--- config.mk ---
export PLATFORM = sky130hd
export DESIGN_NAME = usb_endpoint_buffer_config
export DESIGN_NICKNAME = d
export VERILOG_FILES = /design/src/verilog/ep_cfg_pkg.sv /design/src/verilog/usb_endpoint_buffer_config.sv
export VERILOG_INCLUDE_DIRS = /design/src /design/src/verilog
export SDC_FILE = /design/constraint.sdc
export NUM_CORES = 1
export LEC_CHECK = 0
export ABC_AREA = 0
export BUFFER_PORTS_ARGS = -buffer_cell sky130_fd_sc_hd__clkbuf_2
export CAP_MARGIN = 20
export CORE_ASPECT_RATIO = 0.8
export CORE_MARGIN = 2
export CORE_UTILIZATION = 65
export DETAILED_ROUTE_END_ITERATION = 8
export PLACE_DENSITY = 0.92
export SYNTH_ARGS = -nofsm -noshare
export SYNTH_HDL_FRONTEND = slang
export SYNTH_SLANG_ARGS = --single-unit
--- constraint.sdc ---
create_clock -name core_clk -period 11.44 [get_ports core_clk]
set_clock_uncertainty 0.2 [all_clocks]
set_input_delay 0.572 -clock core_clk [delete_from_list [all_inputs] [get_ports core_clk]]
set_output_delay 0.572 -clock core_clk [all_outputs]
set_load 0.01 [all_outputs]
--- src/verilog/ep_cfg_defs.svh ---
// Offsets, field positions and reset values of the endpoint config block
`ifndef EP_CFG_DEFS_SVH
`define EP_CFG_DEFS_SVH
// ----------------------------------------------------------------
// Register byte addresses
// ----------------------------------------------------------------
`define OFS_OUT_CFG    12'h000
`define OFS_OUT_LIMIT  12'h004
`define OFS_IRQ_STAT   12'h010
`define OFS_IRQ_EN     12'h014
`define OFS_IRQ_CLR    12'h018
`define OFS_IN_BASE    12'h100
`define IN_GRP_SHIFT   5
`define IN_WORD_CNT    3'h0
`define IN_WORD_BASE   3'h1
`define IN_WORD_MODE   3'h2
// ----------------------------------------------------------------
// Field positions
// ----------------------------------------------------------------
`define BIT_EN         7
`define BIT_ISO        6
`define BIT_OVF        5
`define BIT_EMPTY      7
`define IRQ_OVF        0
`define IRQ_EMPTY      1
// ----------------------------------------------------------------
// Sizes and reset values
// ----------------------------------------------------------------
`define IN_EP_NUM      7
`define GRP_BYTES      8
`define RST_BYTE       8'h00
`define RST_IRQ        2'h0
`define LSB_ZERO       3'h0
`define CNT_ONE        11'h001
`define BPS_ONE        6'h01
`endif

--- src/verilog/ep_cfg_pkg.sv ---
// Types shared by the endpoint config block and its users
package ep_cfg_pkg;
   // In token from the serial engine
   typedef struct packed {
      logic       valid;
      logic [2:0] ep;
   } in_req_t;
   // Answer to an in token
   typedef struct packed {
      logic        valid;
      logic        nak;
      logic        iso;
      logic [12:0] bytes;
      logic [10:0] addr;
   } in_rsp_t;
   // Out packet byte stream
   typedef struct packed {
      logic start;
      logic byte_v;
   } out_evt_t;
endpackage

--- src/verilog/usb_endpoint_buffer_config.sv ---
// Endpoint configuration bytes, APB slave and in/out buffer control
`timescale 1ns/1ps
// What this block does
// - Enable bit 7 activates the out endpoint
// - Bit 6 selects isochronous or other types
// - Overflow sets bit 5, diagnostics only
// - Only a software zero clears overflow
// - Bytes per sample is field plus one
// - Each in endpoint owns a 32-byte group of eight words
// - Seven in endpoints beside the control one
// - Successful Y in transaction sets empty flag
// - Empty flag makes non-iso endpoints NAK
// - Isochronous endpoints never NAK
// - Non-iso count means bytes
// - Iso count means samples times size
// - Base byte gives address bits 10:3
// - Low three address bits are zero
`include "ep_cfg_defs.svh"
module usb_endpoint_buffer_config (
   // Clock and reset
   input  wire logic               core_clk,
   input  wire logic               rst_n,
   // APB slave
   input  wire logic               psel,
   input  wire logic               penable,
   input  wire logic               pwrite,
   input  wire logic [11:0]        paddr,
   input  wire logic [31:0]        pwdata,
   output logic      [31:0]        prdata,
   output logic                    pready,
   output logic                    pslverr,
   // Serial engine, in side
   input  wire ep_cfg_pkg::in_req_t in_req,
   input  wire logic               in_done,
   input  wire logic [2:0]         in_done_ep,
   output ep_cfg_pkg::in_rsp_t     in_rsp,
   // Serial engine, out side
   input  wire ep_cfg_pkg::out_evt_t out_evt,
   output logic                    out_active,
   output logic                    out_iso,
   output logic                    out_keep,
   output logic [10:0]             out_ofs,
   // Interrupt
   output logic                    irq
);
   // ----------------------------------------------------------------
   // Storage
   // ----------------------------------------------------------------
   logic [7:0]  out_cfg_q;                  // Out iso config byte
   logic [7:0]  out_lim_q;                  // Out space, 8-byte units
   logic [7:0]  ycnt_q [`IN_EP_NUM];        // Y count bytes
   logic [7:0]  ybase_q [`IN_EP_NUM];       // Y base bytes
   logic [7:0]  mode_q [`IN_EP_NUM];        // In mode bytes
   logic [1:0]  stat_q;                     // Sticky events
   logic [1:0]  en_q;                       // Event enables
   logic [10:0] ocnt_q;                     // Out bytes taken
   logic [31:0] rdata_d;                    // Read mux
   logic        unmapped;                   // Decode miss
   logic        wr_acc;                     // Write takes effect
   logic        ovf_ev;                     // Overflow this cycle
   logic        empty_ev;                   // Empty set this cycle
   logic [2:0]  grp;                        // In group index
   logic [2:0]  word;                       // Word within group
   logic        in_grp;                     // Address in in area
   logic [11:0] space;                      // Out space in bytes

   assign wr_acc = psel && penable && pready && pwrite;
   assign grp    = 3'(paddr[10:`IN_GRP_SHIFT] - 6'h08);
   assign word   = paddr[4:2];
   assign in_grp = paddr[11:8] == 4'h1 &&
                   paddr[7:`IN_GRP_SHIFT] < 3'(`IN_EP_NUM);
   assign space  = {1'b0, out_lim_q, `LSB_ZERO};

   // ----------------------------------------------------------------
   // APB read decode
   // ----------------------------------------------------------------
   // Reserved bits and unused group words read zero
   always_comb begin
      rdata_d  = 32'h0;
      unmapped = 1'b0;
      if (in_grp) begin
         unique case (word)
            `IN_WORD_CNT:  rdata_d[7:0] = ycnt_q[grp];
            `IN_WORD_BASE: rdata_d[7:0] = ybase_q[grp];
            `IN_WORD_MODE: rdata_d[7:0] = mode_q[grp];
            default:       rdata_d = 32'h0;
         endcase
      end else begin
         unique case (paddr)
            `OFS_OUT_CFG:   rdata_d[7:0] = out_cfg_q;
            `OFS_OUT_LIMIT: rdata_d[7:0] = out_lim_q;
            `OFS_IRQ_STAT:  rdata_d[1:0] = stat_q;
            `OFS_IRQ_EN:    rdata_d[1:0] = en_q;
            `OFS_IRQ_CLR:   rdata_d = 32'h0;
            default:        unmapped = 1'b1;
         endcase
      end
   end

   // ----------------------------------------------------------------
   // APB handshake: no wait state, answer in the first access cycle
   // ----------------------------------------------------------------
   always_ff @(posedge core_clk) begin
      if (!rst_n) begin
         pready  <= 1'b0;
         pslverr <= 1'b0;
         prdata  <= 32'h0;
      end else begin
         pready  <= psel && !penable && !pready;
         pslverr <= psel && !penable && !pready && unmapped;
         if (psel && !penable)
            prdata <= pwrite ? 32'h0 : rdata_d;
      end
   end

   // ----------------------------------------------------------------
   // Out config byte and space register
   // ----------------------------------------------------------------
   // Set from hardware wins over a software clear
   always_ff @(posedge core_clk) begin
      if (!rst_n) begin
         out_cfg_q <= `RST_BYTE;
         out_lim_q <= `RST_BYTE;
      end else begin
         if (wr_acc && paddr == `OFS_OUT_CFG) begin
            out_cfg_q <= pwdata[7:0];
            // Writing one keeps the flag, zero clears it
            out_cfg_q[`BIT_OVF] <= ovf_ev ||
               (out_cfg_q[`BIT_OVF] && pwdata[`BIT_OVF]);
         end else if (ovf_ev) begin
            out_cfg_q[`BIT_OVF] <= 1'b1;
         end
         if (wr_acc && paddr == `OFS_OUT_LIMIT)
            out_lim_q <= pwdata[7:0];
      end
   end

   // ----------------------------------------------------------------
   // Out byte stream: count, and in iso mode discard past the space
   // ----------------------------------------------------------------
   assign ovf_ev = out_evt.byte_v && out_cfg_q[`BIT_EN] &&
                   out_cfg_q[`BIT_ISO] &&
                   {1'b0, ocnt_q} >= space;

   always_ff @(posedge core_clk) begin
      if (!rst_n) begin
         ocnt_q   <= 11'h0;
         out_keep <= 1'b0;
         out_ofs  <= 11'h0;
      end else begin
         out_keep <= 1'b0;
         if (out_evt.start) begin
            ocnt_q <= 11'h0;
         end else if (out_evt.byte_v && out_cfg_q[`BIT_EN] &&
                      !ovf_ev) begin
            // Excess bytes are dropped, not written
            out_keep <= 1'b1;
            out_ofs  <= ocnt_q;
            ocnt_q   <= ocnt_q + `CNT_ONE;
         end
      end
   end

   // Endpoint state seen by the serial engine
   always_ff @(posedge core_clk) begin
      if (!rst_n) begin
         out_active <= 1'b0;
         out_iso    <= 1'b0;
      end else begin
         out_active <= out_cfg_q[`BIT_EN];
         out_iso    <= out_cfg_q[`BIT_ISO];
      end
   end

   // ----------------------------------------------------------------
   // In endpoint groups, one per endpoint 1 to 7
   // ----------------------------------------------------------------
   assign empty_ev = in_done && in_done_ep != 3'h0;

   // Group registers; empty set wins over a write
   always_ff @(posedge core_clk) begin
      if (!rst_n) begin
         for (int i = 0; i < `IN_EP_NUM; i++) begin
            ycnt_q[i]  <= `RST_BYTE;
            ybase_q[i] <= `RST_BYTE;
            mode_q[i]  <= `RST_BYTE;
         end
      end else begin
         if (wr_acc && in_grp) begin
            unique case (word)
               `IN_WORD_CNT:  ycnt_q[grp]  <= pwdata[7:0];
               `IN_WORD_BASE: ybase_q[grp] <= pwdata[7:0];
               `IN_WORD_MODE: mode_q[grp]  <= pwdata[7:0];
               default:       ;
            endcase
         end
         if (empty_ev)
            ycnt_q[3'(in_done_ep - 3'h1)][`BIT_EMPTY] <= 1'b1;
      end
   end

   // ----------------------------------------------------------------
   // In token answer, one cycle after the token
   // ----------------------------------------------------------------
   logic [2:0]  rix;                        // Endpoint array index
   logic [7:0]  rcnt;                       // Its count byte
   logic [7:0]  rmode;                      // Its mode byte
   logic [12:0] iso_bytes;                  // Samples times size
   assign rix   = 3'(in_req.ep - 3'h1);
   assign rcnt  = ycnt_q[rix];
   assign rmode = mode_q[rix];
   assign iso_bytes = 13'({6'h0, rcnt[6:0]} *
                          ({1'b0, rmode[4:0]} + `BPS_ONE));

   always_ff @(posedge core_clk) begin
      if (!rst_n) begin
         in_rsp <= '0;
      end else begin
         in_rsp.valid <= in_req.valid;
         if (in_req.valid) begin
            if (in_req.ep == 3'h0) begin
               // Control endpoint is served elsewhere
               in_rsp.nak   <= 1'b1;
               in_rsp.iso   <= 1'b0;
               in_rsp.bytes <= 13'h0;
               in_rsp.addr  <= 11'h0;
            end else begin
               in_rsp.iso <= rmode[`BIT_ISO];
               // Iso never NAKs; others NAK while empty
               in_rsp.nak <= !rmode[`BIT_ISO] &&
                             rcnt[`BIT_EMPTY];
               in_rsp.bytes <= rmode[`BIT_ISO] ? iso_bytes
                               : {6'h0, rcnt[6:0]};
               in_rsp.addr <= {ybase_q[rix], `LSB_ZERO};
            end
         end
      end
   end

   // ----------------------------------------------------------------
   // Interrupt status, enable and clear
   // ----------------------------------------------------------------
   // Sticky events; a new event wins over its clear
   always_ff @(posedge core_clk) begin
      if (!rst_n) begin
         stat_q <= `RST_IRQ;
         en_q   <= `RST_IRQ;
         irq    <= 1'b0;
      end else begin
         for (int b = 0; b < 2; b++) begin
            if ((b == `IRQ_OVF && ovf_ev) ||
                (b == `IRQ_EMPTY && empty_ev))
               stat_q[b] <= 1'b1;
            else if (wr_acc && paddr == `OFS_IRQ_CLR && pwdata[b])
               stat_q[b] <= 1'b0;
         end
         if (wr_acc && paddr == `OFS_IRQ_EN)
            en_q <= pwdata[1:0];
         irq <= |(stat_q & en_q);
      end
   end

   // ----------------------------------------------------------------
   // Checks
   // ----------------------------------------------------------------
   property p_ovf_set;
      @(posedge core_clk) disable iff (!rst_n)
      ovf_ev |=> out_cfg_q[`BIT_OVF];
   endproperty
   a_ovf_set: assert property (p_ovf_set)
      else $error("overflow flag not set");

   property p_ovf_hold;
      @(posedge core_clk) disable iff (!rst_n)
      out_cfg_q[`BIT_OVF] && !(wr_acc && paddr == `OFS_OUT_CFG)
      |=> out_cfg_q[`BIT_OVF];
   endproperty
   a_ovf_hold: assert property (p_ovf_hold)
      else $error("overflow flag cleared by hardware");

   property p_drop;
      @(posedge core_clk) disable iff (!rst_n)
      ovf_ev |=> !out_keep;
   endproperty
   a_drop: assert property (p_drop)
      else $error("excess byte kept");

   property p_active;
      @(posedge core_clk) disable iff (!rst_n)
      ##1 out_active == $past(out_cfg_q[`BIT_EN]);
   endproperty
   a_active: assert property (p_active)
      else $error("out active mismatch");

   property p_empty;
      @(posedge core_clk) disable iff (!rst_n)
      empty_ev |=> ycnt_q[3'($past(in_done_ep) - 3'h1)][`BIT_EMPTY];
   endproperty
   a_empty: assert property (p_empty)
      else $error("empty flag not set");

   property p_nak;
      @(posedge core_clk) disable iff (!rst_n)
      in_req.valid && in_req.ep != 3'h0 && !rmode[`BIT_ISO] &&
      rcnt[`BIT_EMPTY] |=> in_rsp.valid && in_rsp.nak;
   endproperty
   a_nak: assert property (p_nak)
      else $error("empty endpoint not NAKed");

   property p_iso_nonak;
      @(posedge core_clk) disable iff (!rst_n)
      in_rsp.valid && in_rsp.iso |-> !in_rsp.nak;
   endproperty
   a_iso_nonak: assert property (p_iso_nonak)
      else $error("iso endpoint NAKed");

   property p_addr;
      @(posedge core_clk) disable iff (!rst_n)
      in_rsp.valid |-> in_rsp.addr[2:0] == `LSB_ZERO;
   endproperty
   a_addr: assert property (p_addr)
      else $error("buffer address not aligned");

   property p_bytes;
      @(posedge core_clk) disable iff (!rst_n)
      in_req.valid && in_req.ep != 3'h0 && !rmode[`BIT_ISO]
      |=> in_rsp.bytes == 13'($past(rcnt[6:0]));
   endproperty
   a_bytes: assert property (p_bytes)
      else $error("byte count mismatch");

   c_nak:   cover property (@(posedge core_clk) in_rsp.valid &&
                            in_rsp.nak);
   c_iso:   cover property (@(posedge core_clk) in_rsp.valid &&
                            in_rsp.iso && in_rsp.bytes != 13'h0);
   c_ovf:   cover property (@(posedge core_clk) ovf_ev);
   c_irq:   cover property (@(posedge core_clk) irq);
endmodule

==> results.txt <==
Synth Warn # = 0
Syn Area/Cell = 11.1 µm²
Max FO, Critical Path = 45
Die Area = 24900 µm²
Share of layout cells above drive strength 1 = 0.178
# setup viols final = 0
Design Area, Final = 16900 µm²
Ranking of synthesized cells by area = edfxtp_1, dfxtp_1, mux4_2
Worst Setup EP = in_rsp[22]$_SDFFE_PN0P_
Root buf cell = clkbuf_16
Worst setup EP type = flop
Nets = 1567
Vias per std cell = 6.67
Synth unique cells = 72
Number of max-cap violations = 0
Worst EP required = 11670 ps
Post-cts sizing count = 0
Status = finished clean
Top_reg_cell synth = edfxtp_1
Final Core Density = 0.724
Hold Path Stages = 2
Met2 routed WL = 18.6 mm
Post-synth top cells = edfxtp_1, nand2_1, nor2_1
Hold buffers post-CTS = 0
Data arrival, critical path = 8080 ps
Initial antenna violation count = 0
Post-synth top area share = 0.344
IO Port Bufs = 83
Fin crit share = 0.686
Worst-Margin Slew = 1070 ps
Max-slew headroom = 0.283
Starting Density = 0.659
First-pass GRT wire length = 63.3 mm
Register-to-register setup slack = 5160 ps
Unrepaired setup endpoints after global routing = false
Final Max Tran Viols = 0
Clock-pin transition on the worst setup and hold timing paths = 70 ps
Seq/Total Area, Yosys = 0.469
Reg2reg path depth = 17
Setup TNS = 0 ps
Place WS = 3150 ps
Die Wd = 176 µm
Filler cells = 1511
DR WL met3 = 5.80 mm
Post-synth top area cell = edfxtp_1
CTS H-tree lvls = 1
#FFs+latches synth = 272
Nature of the critical path startpoint = input pin
Total power = 0.00238 W
Top Layer Used = met4
FP Rows = 50
I/O Pins = 135
Wire length per cell = 23.0 µm
Die height = 142 µm
Largest net degree at the start of global routing = 66
Diodes inserted = 0
Num CTS Buffers = 27
DP Wirelength = 27.7 mm
P_leak = 7.02 nW
Max Freq = 127 MHz
Total GRT Usage = 0.331
GRT overflow = 0
Core Area = 23300 µm²
Worst min-delay path category = in -> reg
Final hold vios = 0
Minimum clock period = 7840 ps
Final RePlAce weighted congestion = 0.933
Gate Count Post-Synth = 1381
Min-delay src = out_evt[1]
M1 WL = 15.2 mm
Initial DRC Count = 1784
Initial DRT Pass Iterations = 6
WL final = 41.0 mm
DR vias = 11900
Crit. Startpoint = in_req[0]
Clk buf depth = 3
Fin worst setup slack = 3600 ps
Number of remaining DRC errors = 0
EDFF count, synth = 176
Vias in the first global route = 11500
Post-Syn Area = 15400 µm²
Asr flop ratio synth = 0
Synth-to-layout area growth = 9.85%
Post CTS Setup Buffer Count = 0
CTS tree = yes
Setup CP Type = in -> reg
Skew-Pair Late Insertion Delay = 560 ps
Num Clock Sinks = 272
Peak VDD IR = 0.145 mV
Antenna Violating Nets Remaining = 0
Post-DP Area = 16000 µm²
Worst r2r dst = in_rsp[22]$_SDFFE_PN0P_
Worst r2r src = mode_q[3][0]$_SDFFCE_PN0P_
Power Dens Cells = 141 nW/µm²
Most numerous cell in the Yosys netlist = edfxtp_1
## flip-flops by register name, indices dropped and copies added (netlist names)
name and count:
en_q 2, in_rsp 24, irq 1, mode_q 64, ocnt_q 11, out_active 1, out_cfg_q 8, out_iso 1
out_keep 1, out_lim_q 8, out_ofs 11, prdata 8, pready 1, pslverr 1, stat_q 2, ybase_q 64
ycnt_q 64
## worst min path at each step
stage                           endpoint  slack (ps)
2_1_floorplan  out_cfg_q[5]$_SDFFE_PN0P_         240
3_3_place_gp     in_rsp[17]$_SDFFE_PN0P_         230
3_5_place_dp     in_rsp[17]$_SDFFE_PN0P_         240
4_1_cts              out_keep$_SDFF_PP0_          60
5_1_grt              out_keep$_SDFF_PP0_          90
6_report             out_keep$_SDFF_PP0_          70
## cell usage in the layout, fill, tap and decap left out, drive strengths merged, types with 50 or more instances in the layout
cell and n:
dfxtp 96, conb 50, inv 97, o21ai 61
clkbuf 117, edfxtp 176, nor2 130, mux2i 85
and2 52, nand2 129, mux4 83
## stage by stage
stage / hold WS [ps] / std cells
finish: 74.9 / 1784
CTS: 63.3 / 1782
detailed placement: 240 / 1732
global route: 89.2 / 1784
floorplan: 239 / 1430
global placement: 233 / 1732
## layer usage
metal / GRT usage / up-vias
met2: 0.529 / 953
met4: 0.0983 / 0
met1: 0.458 / 5747
met5: 0 / -
li1: - / 5047
met3: 0.0790 / 145
## where the power goes
group	total, W	internal [W]	switching (W)	leakage (nW)
registers	0.00109	0.00107	0.0000161	2.60
clock network	0.000928	0.000536	0.000392	0.463
logic	0.000365	0.000139	0.000226	3.96
## logic make-up after synthesis
| family | Yosys count | synth area share |
|---|---|---|
| compound gates | 171 | 0.0672 |
| xor+xnor | 7 | 0.00496 |
| fa+ha+maj | 57 | 0.0566 |
| buf+inv | 206 | 0.0617 |
| flops | 272 | 0.469 |
| mux | 175 | 0.183 |
| other cells | 1 | 0.000244 |
| simple gates | 492 | 0.158 |
## critical path, cell delays in order
cell and delay (ps):
clkbuf_2 70, buf_4 660, inv_1 160, ha_2 360
buf_4 600, mux4_2 590, mux2i_1 460, inv_1 260
ha_1 290, xor2_1 520, nor2_1 140, fa_1 570
inv_1 50, fa_1 460, fa_1 540, inv_1 40
ha_1 340, nor2b_1 160, o2111a_1 260, o41a_1 380
or3_1 310, a32o_1 240
## area by class of cell
cell class                 count  area (µm²)  share of cell area
tap                          312         390              0.0231
clock inverter                15         168             0.00992
timing repair buffer         103         572              0.0338
clock buffer                  35         756              0.0447
inverter                      95         357              0.0211
multi-input combinational    952        7440               0.441
sequential                   272        7210               0.427
No activity file was read; power rests on OpenSTA's default activity.
